[src/design/regcomm_consts.svh]
// Constants of the register path through the cyclic process image
`ifndef REGCOMM_CONSTS_SVH
`define REGCOMM_CONSTS_SVH
`define MODE_BIT 7
`define DIR_BIT 6
`define NUM_MSB 5
`define DIR_MASK 8'hBF
`define KEY_REG_NUM 6'h1F
`define FEATURE_REG_NUM 6'h20
`define UNLOCK_KEY 16'h1235
`define CLR_BYTE 8'h00
`define CLR_WORD 16'h0000
`define CYCLE_DIV 8'h07
`define CNT_ONE 8'h01
`define OFS_CMD 4'h0
`define OFS_WDATA 4'h4
`define OFS_STAT 4'h8
`define OFS_RDATA 4'hC
`define RESP_OKAY 2'h0
`define RESP_SLVERR 2'h2
`endif

[src/design/regcomm_pkg.sv]
// Types shared by both ends of the register path
package regcomm_pkg;

typedef enum logic {DEV_BOOT, DEV_RUN} dev_phase_type;

typedef enum logic [1:0] {C_IDLE, C_SEND, C_GAP} ctl_phase_type;

typedef struct packed {
    dev_phase_type phase;
    logic [7:0] last_ctrl;
    logic [7:0] stat;
    logic [15:0] in_word;
    logic [15:0] feat;
} dev_state_type;

typedef struct packed {
    ctl_phase_type phase;
    logic [7:0] cmd;
    logic [15:0] wdata;
    logic [7:0] stat;
    logic [15:0] rword;
    logic done;
    logic [7:0] tick_cnt;
    logic [7:0] ctrl_out;
    logic [7:0] hi_out;
    logic [7:0] lo_out;
    logic aw_got;
    logic [3:0] aw_ofs;
    logic w_got;
    logic [31:0] w_dat;
    logic [3:0] w_strb;
    logic bvalid;
    logic [1:0] bresp;
    logic rvalid;
    logic [1:0] rresp;
    logic [31:0] rdata;
} ctl_state_type;

endpackage : regcomm_pkg

[src/design/process_image_if.sv]
// Cyclic process image between controller and terminal
interface process_image_if;
    // Update strobe of the cyclic exchange
    logic update_tick;
    // Output image: control byte, then word high and low byte
    logic [7:0] ctrl_byte;
    logic [7:0] data_hi;
    logic [7:0] data_lo;
    // Input image: status byte, then word high and low byte
    logic [7:0] stat_byte;
    logic [7:0] in_hi;
    logic [7:0] in_lo;

    modport device (
        input update_tick,
        input ctrl_byte,
        input data_hi,
        input data_lo,
        output stat_byte,
        output in_hi,
        output in_lo
    );

    modport controller (
        output update_tick,
        output ctrl_byte,
        output data_hi,
        output data_lo,
        input stat_byte,
        input in_hi,
        input in_lo
    );
endinterface : process_image_if

[src/design/controller_end.sv]
// Controller end: AXI4-Lite command registers driving the process image
`include "regcomm_consts.svh"
module controller_end
    import regcomm_pkg::*;
(
    // Clock and reset
    input wire logic aclk,
    input wire logic aresetn,
    // Process image
    process_image_if.controller img,
    // AXI4-Lite write address and data
    input wire logic [31:0] awaddr,
    input wire logic awvalid,
    output logic awready,
    input wire logic [31:0] wdata,
    input wire logic [3:0] wstrb,
    input wire logic wvalid,
    output logic wready,
    // AXI4-Lite write response
    output logic [1:0] bresp,
    output logic bvalid,
    input wire logic bready,
    // AXI4-Lite read
    input wire logic [31:0] araddr,
    input wire logic arvalid,
    output logic arready,
    output logic [31:0] rdata,
    output logic [1:0] rresp,
    output logic rvalid,
    input wire logic rready
);

    ////////////////////////////////////////////////////////////////////////
    // Helpers

    function automatic logic [31:0] merge(input logic [31:0] old,
        input logic [31:0] nw, input logic [3:0] strb);
        logic [31:0] res;
        res = old;
        for (int i = 0; i < 4; i++)
        begin
            if (strb[i])
            begin
                res[i*8 +: 8] = nw[i*8 +: 8];
            end
        end
        merge = res;
    endfunction : merge

    function automatic logic mapped(input logic [3:0] ofs);
        mapped = (ofs == `OFS_CMD) || (ofs == `OFS_WDATA)
            || (ofs == `OFS_STAT) || (ofs == `OFS_RDATA);
    endfunction : mapped

    ctl_state_type state_reg;
    ctl_state_type state_next;
    logic tick;
    logic busy;
    logic [7:0] expect_stat;
    logic [31:0] cmd_word;
    logic [31:0] wdata_word;

    assign tick = (state_reg.tick_cnt == `CYCLE_DIV);
    assign busy = (state_reg.phase != C_IDLE);
    assign expect_stat = state_reg.ctrl_out[`DIR_BIT]
        ? (state_reg.ctrl_out & `DIR_MASK) : state_reg.ctrl_out;
    assign cmd_word = merge({24'h000000, state_reg.cmd}, state_reg.w_dat,
        state_reg.w_strb);
    assign wdata_word = merge({16'h0000, state_reg.wdata}, state_reg.w_dat,
        state_reg.w_strb);

    ////////////////////////////////////////////////////////////////////////
    // Next state

    always_comb
    begin
        state_next = state_reg;
        state_next.tick_cnt = tick ? `CLR_BYTE : state_reg.tick_cnt + `CNT_ONE;
        if (awvalid && awready)
        begin
            state_next.aw_got = 1'b1;
            state_next.aw_ofs = awaddr[3:0];
        end
        if (wvalid && wready)
        begin
            state_next.w_got = 1'b1;
            state_next.w_dat = wdata;
            state_next.w_strb = wstrb;
        end
        if (state_reg.aw_got && state_reg.w_got)
        begin
            state_next.aw_got = 1'b0;
            state_next.w_got = 1'b0;
            state_next.bvalid = 1'b1;
            state_next.bresp = mapped(state_reg.aw_ofs) ? `RESP_OKAY : `RESP_SLVERR;
            if (state_reg.aw_ofs == `OFS_WDATA)
            begin
                state_next.wdata = wdata_word[15:0];
            end
            else if (state_reg.aw_ofs == `OFS_CMD && !busy
                && cmd_word[`MODE_BIT])
            begin
                state_next.cmd = cmd_word[7:0];
                state_next.done = 1'b0;
                state_next.phase = C_SEND;
                state_next.ctrl_out = cmd_word[7:0];
                state_next.hi_out = state_reg.wdata[15:8];
                state_next.lo_out = state_reg.wdata[7:0];
            end
        end
        if (bvalid && bready)
        begin
            state_next.bvalid = 1'b0;
        end
        if (arvalid && arready)
        begin
            state_next.rvalid = 1'b1;
            state_next.rresp = mapped(araddr[3:0]) ? `RESP_OKAY : `RESP_SLVERR;
            case (araddr[3:0])
                `OFS_CMD: state_next.rdata = {24'h000000, state_reg.cmd};
                `OFS_WDATA: state_next.rdata = {16'h0000, state_reg.wdata};
                `OFS_STAT: state_next.rdata = {22'h000000, busy,
                    state_reg.done, state_reg.stat};
                `OFS_RDATA: state_next.rdata = {16'h0000, state_reg.rword};
                default: state_next.rdata = 32'h00000000;
            endcase
        end
        if (rvalid && rready)
        begin
            state_next.rvalid = 1'b0;
        end
        case (state_reg.phase)
            C_IDLE:
            begin
            end
            C_SEND:
            begin
                if (tick && img.stat_byte == expect_stat)
                begin
                    state_next.stat = img.stat_byte;
                    if (!state_reg.ctrl_out[`DIR_BIT])
                    begin
                        state_next.rword = {img.in_hi, img.in_lo};
                    end
                    // Input word after a write is left unread
                    state_next.done = 1'b1;
                    // Zero control byte makes the next command a new value
                    state_next.ctrl_out = `CLR_BYTE;
                    state_next.phase = C_GAP;
                end
            end
            C_GAP:
            begin
                if (tick)
                begin
                    state_next.phase = C_IDLE;
                end
            end
            default:
            begin
                state_next.phase = C_IDLE;
            end
        endcase
    end

    ////////////////////////////////////////////////////////////////////////
    // State register

    always_ff @(posedge aclk)
    begin
        if (!aresetn)
        begin
            state_reg <= '0;
            state_reg.phase <= C_IDLE;
        end
        else
        begin
            state_reg <= state_next;
        end
    end

    ////////////////////////////////////////////////////////////////////////
    // Outputs

    assign awready = !state_reg.aw_got && !state_reg.bvalid;
    assign wready = !state_reg.w_got && !state_reg.bvalid;
    assign bvalid = state_reg.bvalid;
    assign bresp = state_reg.bresp;
    assign arready = !state_reg.rvalid;
    assign rvalid = state_reg.rvalid;
    assign rdata = state_reg.rdata;
    assign rresp = state_reg.rresp;
    assign img.update_tick = tick;
    assign img.ctrl_byte = state_reg.ctrl_out;
    assign img.data_hi = state_reg.hi_out;
    assign img.data_lo = state_reg.lo_out;

endmodule : controller_end

[src/flat_wrapper.sv]
// flat-port wrapper written by rule: the top's interface ports become plain ports
module controller_end_flat import regcomm_pkg::*;
  (aclk, aresetn, awaddr, awvalid, awready, wdata, wstrb, wvalid, wready, bresp, bvalid, bready, araddr, arvalid, arready, rdata, rresp, rvalid, rready, img_update_tick, img_ctrl_byte, img_data_hi, img_data_lo, img_stat_byte, img_in_hi, img_in_lo);
  process_image_if img_i ();
  input wire logic aclk;
  input wire logic aresetn;
  input wire logic [31:0] awaddr;
  input wire logic awvalid;
  output logic awready;
  input wire logic [31:0] wdata;
  input wire logic [3:0] wstrb;
  input wire logic wvalid;
  output logic wready;
  output logic [1:0] bresp;
  output logic bvalid;
  input wire logic bready;
  input wire logic [31:0] araddr;
  input wire logic arvalid;
  output logic arready;
  output logic [31:0] rdata;
  output logic [1:0] rresp;
  output logic rvalid;
  input wire logic rready;
  output wire logic [$bits(img_i.update_tick)-1:0] img_update_tick;
  output wire logic [$bits(img_i.ctrl_byte)-1:0] img_ctrl_byte;
  output wire logic [$bits(img_i.data_hi)-1:0] img_data_hi;
  output wire logic [$bits(img_i.data_lo)-1:0] img_data_lo;
  input wire logic [$bits(img_i.stat_byte)-1:0] img_stat_byte;
  input wire logic [$bits(img_i.in_hi)-1:0] img_in_hi;
  input wire logic [$bits(img_i.in_lo)-1:0] img_in_lo;
  assign img_update_tick = img_i.update_tick;
  assign img_ctrl_byte = img_i.ctrl_byte;
  assign img_data_hi = img_i.data_hi;
  assign img_data_lo = img_i.data_lo;
  assign img_i.stat_byte = img_stat_byte;
  assign img_i.in_hi = img_in_hi;
  assign img_i.in_lo = img_in_lo;
  controller_end u_core (.aclk(aclk), .aresetn(aresetn), .img(img_i), .awaddr(awaddr), .awvalid(awvalid), .awready(awready), .wdata(wdata), .wstrb(wstrb), .wvalid(wvalid), .wready(wready), .bresp(bresp), .bvalid(bvalid), .bready(bready), .araddr(araddr), .arvalid(arvalid), .arready(arready), .rdata(rdata), .rresp(rresp), .rvalid(rvalid), .rready(rready));
endmodule
[config.mk]
export PLATFORM = sky130hd
export DESIGN_NAME = controller_end_flat
export DESIGN_NICKNAME = d
export VERILOG_FILES = /design/src/design/regcomm_pkg.sv /design/src/design/process_image_if.sv /design/src/design/controller_end.sv /design/src/flat_wrapper.sv
export VERILOG_INCLUDE_DIRS = /design/src /design/src/design
export SDC_FILE = /design/constraint.sdc
export NUM_CORES = 1
export LEC_CHECK = 0
export ABC_AREA = 1
export BUFFER_PORTS_ARGS = -buffer_cell sky130_fd_sc_hd__buf_2
export CORE_MARGIN = 8
export CORE_UTILIZATION = 45
export DETAILED_ROUTE_END_ITERATION = 6
export HOLD_SLACK_MARGIN = 0.02
export PLACE_DENSITY = 0.77
export SKIP_LAST_GASP = 1
export SYNTH_ARGS = -nofsm -noshare
export SYNTH_HDL_FRONTEND = slang
export SYNTH_SLANG_ARGS = --single-unit
[constraint.sdc]
create_clock -name aclk -period 1.51 [get_ports aclk]
set_clock_uncertainty 0.1 [all_clocks]
set_input_delay 0 -clock aclk [delete_from_list [all_inputs] [get_ports aclk]]
set_output_delay 0 -clock aclk [all_outputs]
set_load 0.02 [all_outputs]
==> results summary, run 1 <==
The power density normalized to cell area is ~1100 nW/um^2. For this block, wires on met1 add up to 6920 um. The total number of yosys warnings came out at 0. The cell area after placement is 6310 um^2. Buffers inserted during clock tree synthesis total 17. The final reports fail on negative setup slack. The final core utilization came out at roughly 63%. The area share of the leading cell type in the synthesized netlist is 44.5%. The width of the chip came out at approximately 130 um. The root buffer cell is clkbuf_16.

The CTS tree is done. Setup violations remaining at the end of the flow were counted as 64. In the routed design, unresolved DRC markers number 0.

The post-synthesis sequential area ratio is approximately 44%. Setup repair after global routing could not meet its margin everywhere. The share of synthesized flip-flops with an asynchronous set or reset is 0%. The latest clock arrival within the worst-skew pair is roughly 0.42 ns. The overall routed net length came out at between 15000 and 20000 um. The final hold slack came out at ~0.055 ns. The kind of critical path is reg2reg. The total met2 wirelength after detailed routing is 7860 um.

The number of buffer cells added on primary ports is about 100. The worst-case setup margin in the final layout came out at -0.144 ns. Across the VDD grid, the largest voltage drop is 0.000962 V. The starting density of the core is 45.7%. Along the worst path, the maximum fanout reaches 6. The number of global-route vias before repair is approximately 5400. The average cell area after synthesis is approximately 7 um^2.

The path class of the tightest hold or removal check is in2reg. The H-tree was split into 4 levels. The area enclosed by the die boundary came out at between 15000 and 20000 um^2. The number of antenna violations at the first check in global routing is 0. The number of max-slew violations in the final report came out at 0.

The antenna diode count came out at 0. The area of the mapped netlist is about 5700 um^2. The wire-length estimate of the detail-placed layout is roughly 11000 um. The routed length per instance came out at 14.0 um.

The achievable frequency came out at between 600 and 700 MHz. The run finished, with violations left. Wire segments on met3 add up to 1030 um in the final route. Clock tree synthesis found a total of between 100 and 150 sinks. The critical path startpoint category is a register. In the final layout, the share of cells above drive strength 1 is 26.9%.

The cell area after layout came out at roughly 7900 um^2. Relative to the synthesized area, the layout overhead comes to 37.9%. The number of enable flip-flop cells after synthesis came out at 0. STA puts the critical path data required time at ~1.7 ns. The routed layout has between 5000 and 6000 vias. The layout filler cell count is between 1000 and 1500. Synthesis produced ~810 cells. The global router's overall resource usage came out at between 10% and 20%.

The post-synthesis sequential element count came out at ~130. The wire length of the first global-routing pass came out at between 20000 and 30000 um. After floorplanning, the core was divided into 41 placement rows. The pre-antenna-repair detailed-routing pass consisted of 5 iterations. The residual antenna-violating net count after detailed routing came out at 0. Yosys attributes the largest share of cell area to dfxtp_1, nand2_1, nor2_1, buf_4, o21ai_0.

The CTS clock-pin slew for the worst setup and hold paths is ~0.050 ns. The worst setup path is captured at a register. The most used flip-flop cell after synthesis is dfxtp_1. The synthesized design spends more area on one cell type than any other, namely dfxtp_1. Counting I/O delays and the setup requirement, the final critical path takes approximately 1.7 ns. The violation count after the first detailed-route iteration is just under 500. Sorting the synthesized cells by how often they occur yields nand2_1, nor2_1, dfxtp_1.

For this run the aggregate overflow at the end of global routing stands at 0. The arrival time of the worst setup path is 1.85 ns. Summed over all cells, the static leakage comes to between 3 and 4 nW. The top layer reached by signal wires is met4. After layout, the worst path uses 110% of the clock period.

The buffer depth of the longest clock path came out at 2. The post-layout net count is about 1100. The via count normalized by instance count came out at about 4.8. The number of different library cells in the post-synthesis netlist came out at 33. The number of max-cap violations came out at 0. The boundary pin count came out at 197. The congestion estimate from routability-driven global placement came to 0.840. The area inside the core boundary is between 10000 and 15000 um^2. Power comes to between 8 and 9 mW. Among all cell types in the netlist, the one instantiated most often is nand2_1. The number of flip-flops under the largest register name came out at 83.

Measured along the y axis, the die boundary spans 129 um. The count of endpoints failing hold in the final timing report is 0. Entering global routing, the biggest net connects 76 pins.
cell usage in the layout (no fill, tap or decap), types with 3 or more instances in the layout:
cell	n
nand2_4	7
dlygate4sd3_1	55
inv_1	83
inv_6	3
clkbuf_16	17
clkinv_2	4
nor2_1	141
nand3_4	3
buf_12	4
nand2_2	13
nor2_2	5
nor2_4	3
buf_8	3
clkinv_1	3
nand3_1	10
buf_4	39
o21ai_0	70
nand2_1	150
inv_2	4
a21oi_2	20
bufinv_16	4
dfxtp_1	120
conb_1	18
a21oi_1	30
buf_6	8
nand4_1	24
nand3_2	3
xnor2_1	3
o22ai_1	3
buf_2	103
dfxtp_2	7
metal layers:
metal	global-route usage, %	up-vias
met1	23.4	2552
met4	7.74	0
met2	32.9	201
li1	-	2803
met5	0	-
met3	5.42	35
kinds of logic (layout without fill, tap and decap cells):
logic type      count (synthesis)  count (layout)  share of synthesized area [%]
buf+inv                       186             337                           16.5
fa+ha+maj                       1               1                          0.219
flops                         127             127                           44.5
xor+xnor                        3               3                          0.460
other cells                     1              18                         0.0656
simple gates                  368             370                           26.9
compound gates                127             127                           11.3
metrics by stage:
step	worst slack, ns	cells	TNS [ns]
after global routing	-0.244	1155	-13.00
after global placement	-0.116	1056	-4.72
after CTS	-0.118	1154	-3.96
final	-0.144	1155	-6.24
after detailed placement	-0.180	1056	-6.48
after floorplan	-0.168	830	-4.96
layout make-up:
class / instances / area [um^2] / area share [%]
clock inverter: 13 / 183 / 2.32
inverter: 93 / 364 / 4.62
sequential: 127 / 2550 / 32.3
timing repair buffer: 212 / 1570 / 20.0
multi-input combinational: 519 / 2550 / 32.3
tap: 172 / 215 / 2.73
clock buffer: 19 / 453 / 5.74
report_power, final:
group          leakage, nW  switching (mW)  internal (mW)
clock                0.314            1.53           2.85
sequential            1.03          0.0618           3.44
combinational         2.25           0.433          0.324
path summary, 6_finish.rpt:
path,start,end,slack [ns],cells past startpoint
max,u_core.state_reg[104],u_core.state_reg[133],-0.14,11
min,araddr[1],u_core.rdata[15],0.06,6
max reg2reg,u_core.state_reg[104],u_core.state_reg[133],-0.14,11
min reg2reg,u_core.state_reg[135],u_core.state_reg[135],0.34,2
timing repair:
item                       CTS  global route
pin swaps                   19             9
hold endpoints to repair    95             0
setup endpoints to repair   67            92
hold buffers                55             0
buffers inserted             5             3
gates resized for setup     51            41
gates cloned                 6             0
critical path, stage by stage, from the launching register on:
cell and delay, ns:
dfxtp_2 0.35, ha_4 0.15, nand2_4 0.06, clkinv_4 0.05, nand2_4 0.04, nor2_4 0.11, nand3_4 0.11, nor2_8 0.21
nand2_4 0.10, buf_6 0.15, nand2_2 0.05, a21oi_1 0.05
(Power assumes the default switching activity.)
==> run 2, diff against run 1 <==
--- a/config.mk
+++ b/config.mk
@@ -13,7 +13,7 @@
 export DETAILED_ROUTE_END_ITERATION = 6
 export HOLD_SLACK_MARGIN = 0.02
 export PLACE_DENSITY = 0.77
-export SKIP_LAST_GASP = 1
+export SKIP_CTS_REPAIR_TIMING = 1
 export SYNTH_ARGS = -nofsm -noshare
 export SYNTH_HDL_FRONTEND = slang
 export SYNTH_SLANG_ARGS = --single-unit
==> results summary, run 2 (synthesized netlist as in run 1, its figures left out) <==
The via count normalized by instance count came out at 4.78 (-1.3%). Compared with the post-synthesis result, the final layout area differs by 36.3%. The critical path goes through ha_4 > nand2_4 > inv_4 > nand2_4 > nor2_4 > nand3_4 > nor2_8 > nand2_2 > buf_6 > nand2_1 > a21oi_1.

The routed length per instance came out at 13.6 um (-2.8%). In this run the critical register-to-register path is launched from u_core.state_reg[105]. The number of flip-flops under the largest register name was 83 (unchanged). The checks that failed: negative setup slack. The power share of the sequential group came out at 40.6% (about the same). The layout filler cell count came out at 1072 (+1.8%). The antenna diode count is 0 (unchanged).

The setup total negative slack came out at -7.96 ns (-1.73 ns). The count of endpoints failing hold in the final timing report was 0 (unchanged). The number of global-route vias before repair came out at 4866 (-9.9%). The clock sink total came out at 127 (unchanged). STA classifies the critical path startpoint as a register. The maximum resistive drop on vdd came out at 0.000912 V (-5.2%). The largest stage delay on the critical path is 0.35 ns (about the same). The worst setup path is of the reg2reg kind. The buffer depth of the longest clock path is 2 (unchanged). The wire length of the first global-routing pass came out at 22800 um (-12%). The largest individual stage delay along the critical path comes from the cell dfxtp_2.

The period utilization was 112% (+2.8 points). The number of rows created at floorplan came out at 41 (unchanged). The overall routed net length is 15700 um (-3.2%). The total via count after detailed routing came out at 5501 (-1.6%). The met3 track demand over resource in global routing came out at 5.17% (-0.25 points). The residual overflow from global routing came out at 0 (unchanged). The power density normalized to cell area is 1110 nW/um^2 (+1.1%).

The area inside the core boundary came out at 12500 um^2 (unchanged). The share of layout cells above drive strength 1 is 25.0% (-1.8 points). The worst hold path cell count came out at 5 (-1). The worst hold path belongs to the class in2reg. The starting density of the core came out at 45.7% (unchanged). The width of the chip came out at 129 um (unchanged). TritonCTS built the clock tree.

The data required time at the worst endpoint came to 1.70 ns (about the same). The worst min-delay path endpoint is u_core.rdata[9]. The y dimension of the die came out at 129 um (unchanged). The cell sitting at the root of the clock tree is a clkbuf_16. The worst-case setup margin in the final layout came out at -0.186 ns (-0.0419 ns). The final core utilization came out at 62.3% (-0.75 points). The violation count after the first detailed-route iteration is 397 (-18%). The total iterations of the first detailed-routing run came out at 5 (unchanged).

The power share of the clock group is 50.6% (about the same). The placed wire-length estimate came out at 10600 um (unchanged). The slack of the worst reg-to-reg path is -0.19 ns (-0.04 ns).

The count of buffer and inverter cells on the critical path is 2 (unchanged). The arrival time of the worst setup path is 1.89 ns (+0.04 ns). The leakage power came to 3.62 nW (+0.68%). Setup repair after global routing could not meet its margin everywhere. The cell family contributing the most delay on the critical path is simple AND/OR/NAND/NOR gates. The area enclosed by the die boundary came out at 16600 um^2 (unchanged). The number of antenna violations at the first check in global routing came out at 0 (unchanged). The minimum clock period is 1.70 ns (+0.0419 ns). The worst hold path begins at araddr[3].

The library cells used most frequently in the layout, excluding fill and tap cells, are nand2_1, nor2_1, dfxtp_1. The CTS clock-pin slew for the worst setup and hold paths came out at 0.06 ns (about the same). The run finished, with violations left. The number of cell instances on the worst register-to-register path is 11 (unchanged).

met2 is the most crowded layer. The number of max-cap violations is 0 (unchanged). The design internal power is 6.62 mW (about the same). The library cell used most frequently in the layout, excluding fill and tap cells, is nand2_1. The final weighted congestion in routability-driven placement is 0.840 (unchanged). The global router's overall resource usage is 17.4% (-2.3 points). The number of buffer cells added on primary ports came out at 104 (unchanged). The logic gate share of total power is 8.8% (about the same). The number of H-tree levels came out at 4 (unchanged).

The power spent charging and discharging nets came to 2.01 mW (-0.70%). The number of max-slew violations in the final report came out at 0 (unchanged). The count of final setup violators came to 58 (-9.4%). The maximum fanout encountered on the critical timing path was 10 (+4). STA classifies the critical path endpoint as a register. The residual antenna-violating net count after detailed routing is 0 (unchanged).

The post-layout net count came out at 1098 (-0.36%). The largest net degree at the start of global routing came out at 76 (unchanged). The endpoint identified for the worst register-to-register timing path is u_core.state_reg[133]. The latest clock arrival within the worst-skew pair came out at 0.42 ns (about the same). The global-route track usage on met1 came to 20.9% (-2.5 points). The remaining design rule violation count came out at 0 (unchanged).

The total clock buffers created by CTS is 17 (unchanged). The met2 capacity usage during global routing is 28.4% (-4.5 points). By instance count, the cell type seen most on the critical path is nand2_4. The boundary pin count is 197 (unchanged). The achievable frequency is 590 MHz (-2.5%). The proportion of total power due to net switching came to 23.3% (-0.13 points).
[run 2: per-layer routing]
metal  wire, um  vias up
met5          0        -
met4        366        0
met3        986       33
met2       7640      167
met1       6710     2504
li1           -     2797
[run 2: area by class of cell]
type	instances	area (um^2)	area share (%)
repair buffers	208	1520	19.5
clock inverters	13	183	2.34
well taps	172	215	2.76
multi-input cells	519	2520	32.3
flip-flops and latches	127	2550	32.7
inverters	93	354	4.54
clock buffers	19	453	5.81
[run 2: power by group through the flow]
| stage | Sequential [mW] | Combinational (mW) | Clock [mW] |
|---|---|---|---|
| floorplan | 3.56 | 0.411 | 0 |
| global placement | 3.57 | 0.586 | 0 |
| detailed placement | 3.57 | 0.594 | 0 |
| CTS | 3.50 | 0.596 | 4.40 |
| global route | 3.51 | 0.837 | 4.55 |
| finish | 3.51 | 0.757 | 4.37 |
[run 2: how the worst max path moves through the flow]
stage / start / cells past startpoint / end / slack, ns
5_1_grt: u_core.img.ctrl_byte[5] / 10 / u_core.state_reg[129] / -0.28
3_3_place_gp: u_core.state_reg[105] / 11 / u_core.state_reg[133] / -0.12
3_5_place_dp: u_core.state_reg[105] / 11 / u_core.state_reg[133] / -0.18
6_report: u_core.state_reg[105] / 11 / u_core.state_reg[133] / -0.19
2_1_floorplan: u_core.state_reg[105] / 12 / u_core.state_reg[120] / -0.17
4_1_cts: u_core.state_reg[105] / 11 / u_core.state_reg[124] / -0.20
[run 2: per-stage QoR]
step / power, mW / instance area (um^2) / instances / hold WS, ns / setup WS [ns]
6_report: 8.63 / 7790 / 1151 / 0.0230 / -0.186
2_1_floorplan: 3.97 / 5820 / 830 / -0.00849 / -0.168
3_5_place_dp: 4.16 / 6310 / 1056 / 0.0868 / -0.180
4_1_cts: 8.49 / 6940 / 1088 / -0.354 / -0.202
5_1_grt: 8.90 / 7790 / 1151 / 0.0535 / -0.283
3_3_place_gp: 4.15 / 6310 / 1056 / 0.0857 / -0.116
[run 2: worst min-delay path, delay by kind of cell]
kind	cells	cell delay, ns
and+or+nand+nor	1	0.06
AOI/OAI and AO/OA	2	0.20
buffers and inverters	2	0.23
==> run 3, diff against run 2 <==
--- a/config.mk
+++ b/config.mk
@@ -12,7 +12,7 @@
 export CORE_UTILIZATION = 45
 export DETAILED_ROUTE_END_ITERATION = 6
 export HOLD_SLACK_MARGIN = 0.02
-export PLACE_DENSITY = 0.77
+export PLACE_DENSITY = 0.74
 export SKIP_CTS_REPAIR_TIMING = 1
 export SYNTH_ARGS = -nofsm -noshare
 export SYNTH_HDL_FRONTEND = slang
==> constraint.sdc (replaced) <==
create_clock -name aclk -period 2 [get_ports aclk]
set_clock_uncertainty 0.1 [all_clocks]
set_input_delay 0 -clock aclk [delete_from_list [all_inputs] [get_ports aclk]]
set_output_delay 0 -clock aclk [all_outputs]
set_load 0.02 [all_outputs]
==> results summary, run 3 (synthesized netlist as in run 1, its figures left out) <==
The remaining design rule violation count is 0 (unchanged). The largest net degree at the start of global routing is 76 (unchanged). The area enclosed by the die boundary came out at 16600 um^2 (unchanged). The total power came out at 6.47 mW (-25%).

The final weighted congestion in routability-driven placement is 0.864 (+2.8%). The number of antenna violations at the first check in global routing came to 0 (unchanged). The maximum fanout encountered on the critical timing path came to 75 (+65). The leakage power is 3.26 nW (-10%).

The residual overflow from global routing is 0 (unchanged). The placement-stage worst setup slack is 0.205 ns (+0.384 ns). The final hold slack came out at -0.00778 ns (-0.0307 ns).

The library cell used most frequently in the layout, excluding fill and tap cells, is nand2_1. The wire length of the first global-routing pass is 22400 um (-1.7%). The cell area after placement is 6030 um^2 (-4.4%). The number of rows created at floorplan came out at 41 (unchanged). The endpoint identified for the worst register-to-register timing path is u_core.state_reg[119]. The area inside the core boundary is 12500 um^2 (unchanged). The number of buffer cells added on primary ports came out at 104 (unchanged). In the layout the commonest cells are nand2_1, nor2_1, dfxtp_1. The layout filler cell count was 1207 (+13%). The clock period could shrink to about 1.9 ns. The starting density of the core came out at 45.7% (unchanged).

The number of max-cap violations came out at 0 (unchanged). The number of cell instances on the worst register-to-register path is 11 (unchanged). The number of placed cells counting well taps came out at 1027 (-2.7%). The number of global-route vias before repair is 4754 (-2.3%).

The maximum resistive drop on vdd is 0.000596 V (-35%). The count of endpoints failing hold in the final timing report came out at 2 (+2). The period utilization came out at between 90% and 100%. The critical register-to-register path startpoint is u_core.state_reg[104]. The power density normalized to cell area was 897 nW/um^2 (-19%). The width of the chip was 129 um (unchanged). The residual antenna-violating net count after detailed routing was 0 (unchanged). The share of layout cells above drive strength 1 came out at 16.2% (-8.8 points). The y dimension of the die came out at 129 um (unchanged). The element type at the critical path end is a register.

The number of max-slew violations in the final report came to 0 (unchanged). The setup path with the least slack is of type in2reg. The global router's overall resource usage came out at 16.8% (-0.60 points).

The number of H-tree levels is 4 (unchanged). The critical path startpoint category is an input port. The relative area change from synthesis to final layout came out at 26.2%.

The overall routed net length came out at 14600 um (-7.2%). The cell sitting at the root of the clock tree is a clkbuf_16. The termination of the worst setup path is u_core.state_reg[77]. The normalized max-slew margin is a little under three fifths. The clock sink total is 127 (unchanged). The count of final setup violators is 0 (-100%).

The post-layout net count is 1061 (-3.4%). The slack of the worst reg-to-reg path was 0.19 ns (+0.38 ns). The flow ran to the end, but the final reports show violations.

The achievable frequency is ~530 MHz. The CTS clock-pin slew for the worst setup and hold paths came out at 0.06 ns (about the same). The total clock buffers created by CTS came out at 17 (unchanged). The latest clock arrival within the worst-skew pair is 0.41 ns (about the same). The via count normalized by instance count was 4.69 (-1.9%). The routed length per instance came out at 13.1 um (-4.1%). The worst-case setup margin in the final layout came out at 0.0967 ns (+0.283 ns).

The worst hold path belongs to the class in2reg. The data required time at the worst endpoint is 2.23 ns (+0.53 ns). TritonCTS built the clock tree. The arrival time of the worst setup path came out at 2.13 ns (+0.24 ns). The final cell count without fillers came out at 1114 (-3.2%). The total via count after detailed routing came out at 5225 (-5.0%).

The checks that failed: negative hold slack. The placed wire-length estimate came out at 10000 um (-5.2%). At the pin with the least slew margin, the transition time is ~0.64 ns.

The total iterations of the first detailed-routing run is 5 (unchanged). The critical path starts at aresetn. The antenna diode count came out at 0 (unchanged). The violation count after the first detailed-route iteration came out at 406 (+2.3%). The buffer depth of the longest clock path came out at 2 (unchanged). The boundary pin count is 197 (unchanged). The number of flip-flops under the largest register name came out at 83 (unchanged).

The cell area after layout was 7220 um^2 (-7.4%).
## run 3: how the worst min path moves through the flow
stage                         start              end  slack (ns)  cells past startpoint
after detailed placement     bready    u_core.bvalid         0.1                      2
after global routing      araddr[0]  u_core.rresp[1]        0.02                      5
final                     araddr[1]  u_core.rresp[1]      -0.008                      5
after global placement       bready    u_core.bvalid         0.1                      2
after floorplan              bready    u_core.bvalid      -0.001                      1
after CTS                    bready    u_core.bvalid       -0.33                      2
## run 3: report_power, final
| group | switching (mW) | total (mW) | internal, mW |
|---|---|---|---|
| clock network | 1.08 | 3.33 | 2.24 |
| registers | 0.0424 | 2.64 | 2.60 |
| logic | 0.295 | 0.506 | 0.211 |
## run 3: critical path: stages
cell           delay (ns)
dlygate4sd3_1        0.51
buf_2                0.11
buf_4                0.51
o21ai_0              0.19
dlygate4sd3_1        0.63
a21oi_1              0.16
## run 3: cell type report
cell class	count	area, um^2	area share, %
Inverter	93	349	4.84
Tap cell	172	215	2.98
Sequential cell	127	2540	35.2
Multi-Input combinational cell	517	2290	31.8
Timing Repair Buffer	173	1180	16.3
Clock buffer	22	454	6.29
Clock inverter	10	185	2.57
## run 3: layer usage
layer | wire length, um | part of all wire [%] | global-route usage, % | vias up
li1 | - | - | - | 2706
met1 | 6300 | 43 | 20.2 | 2346
met2 | 7090 | 49 | 28.8 | 156
met3 | 973 | 6.7 | 4.30 | 17
met4 | 206 | 1.4 | 5.39 | 0
met5 | 0 | 0 | 0 | -
## run 3: through the flow
step                util [%]  TNS, ns
floorplan                  -        0
global placement        48.2        0
detailed placement      48.2        0
CTS                     53.3        0
global route            57.7  -0.0354
finish                  57.7        0
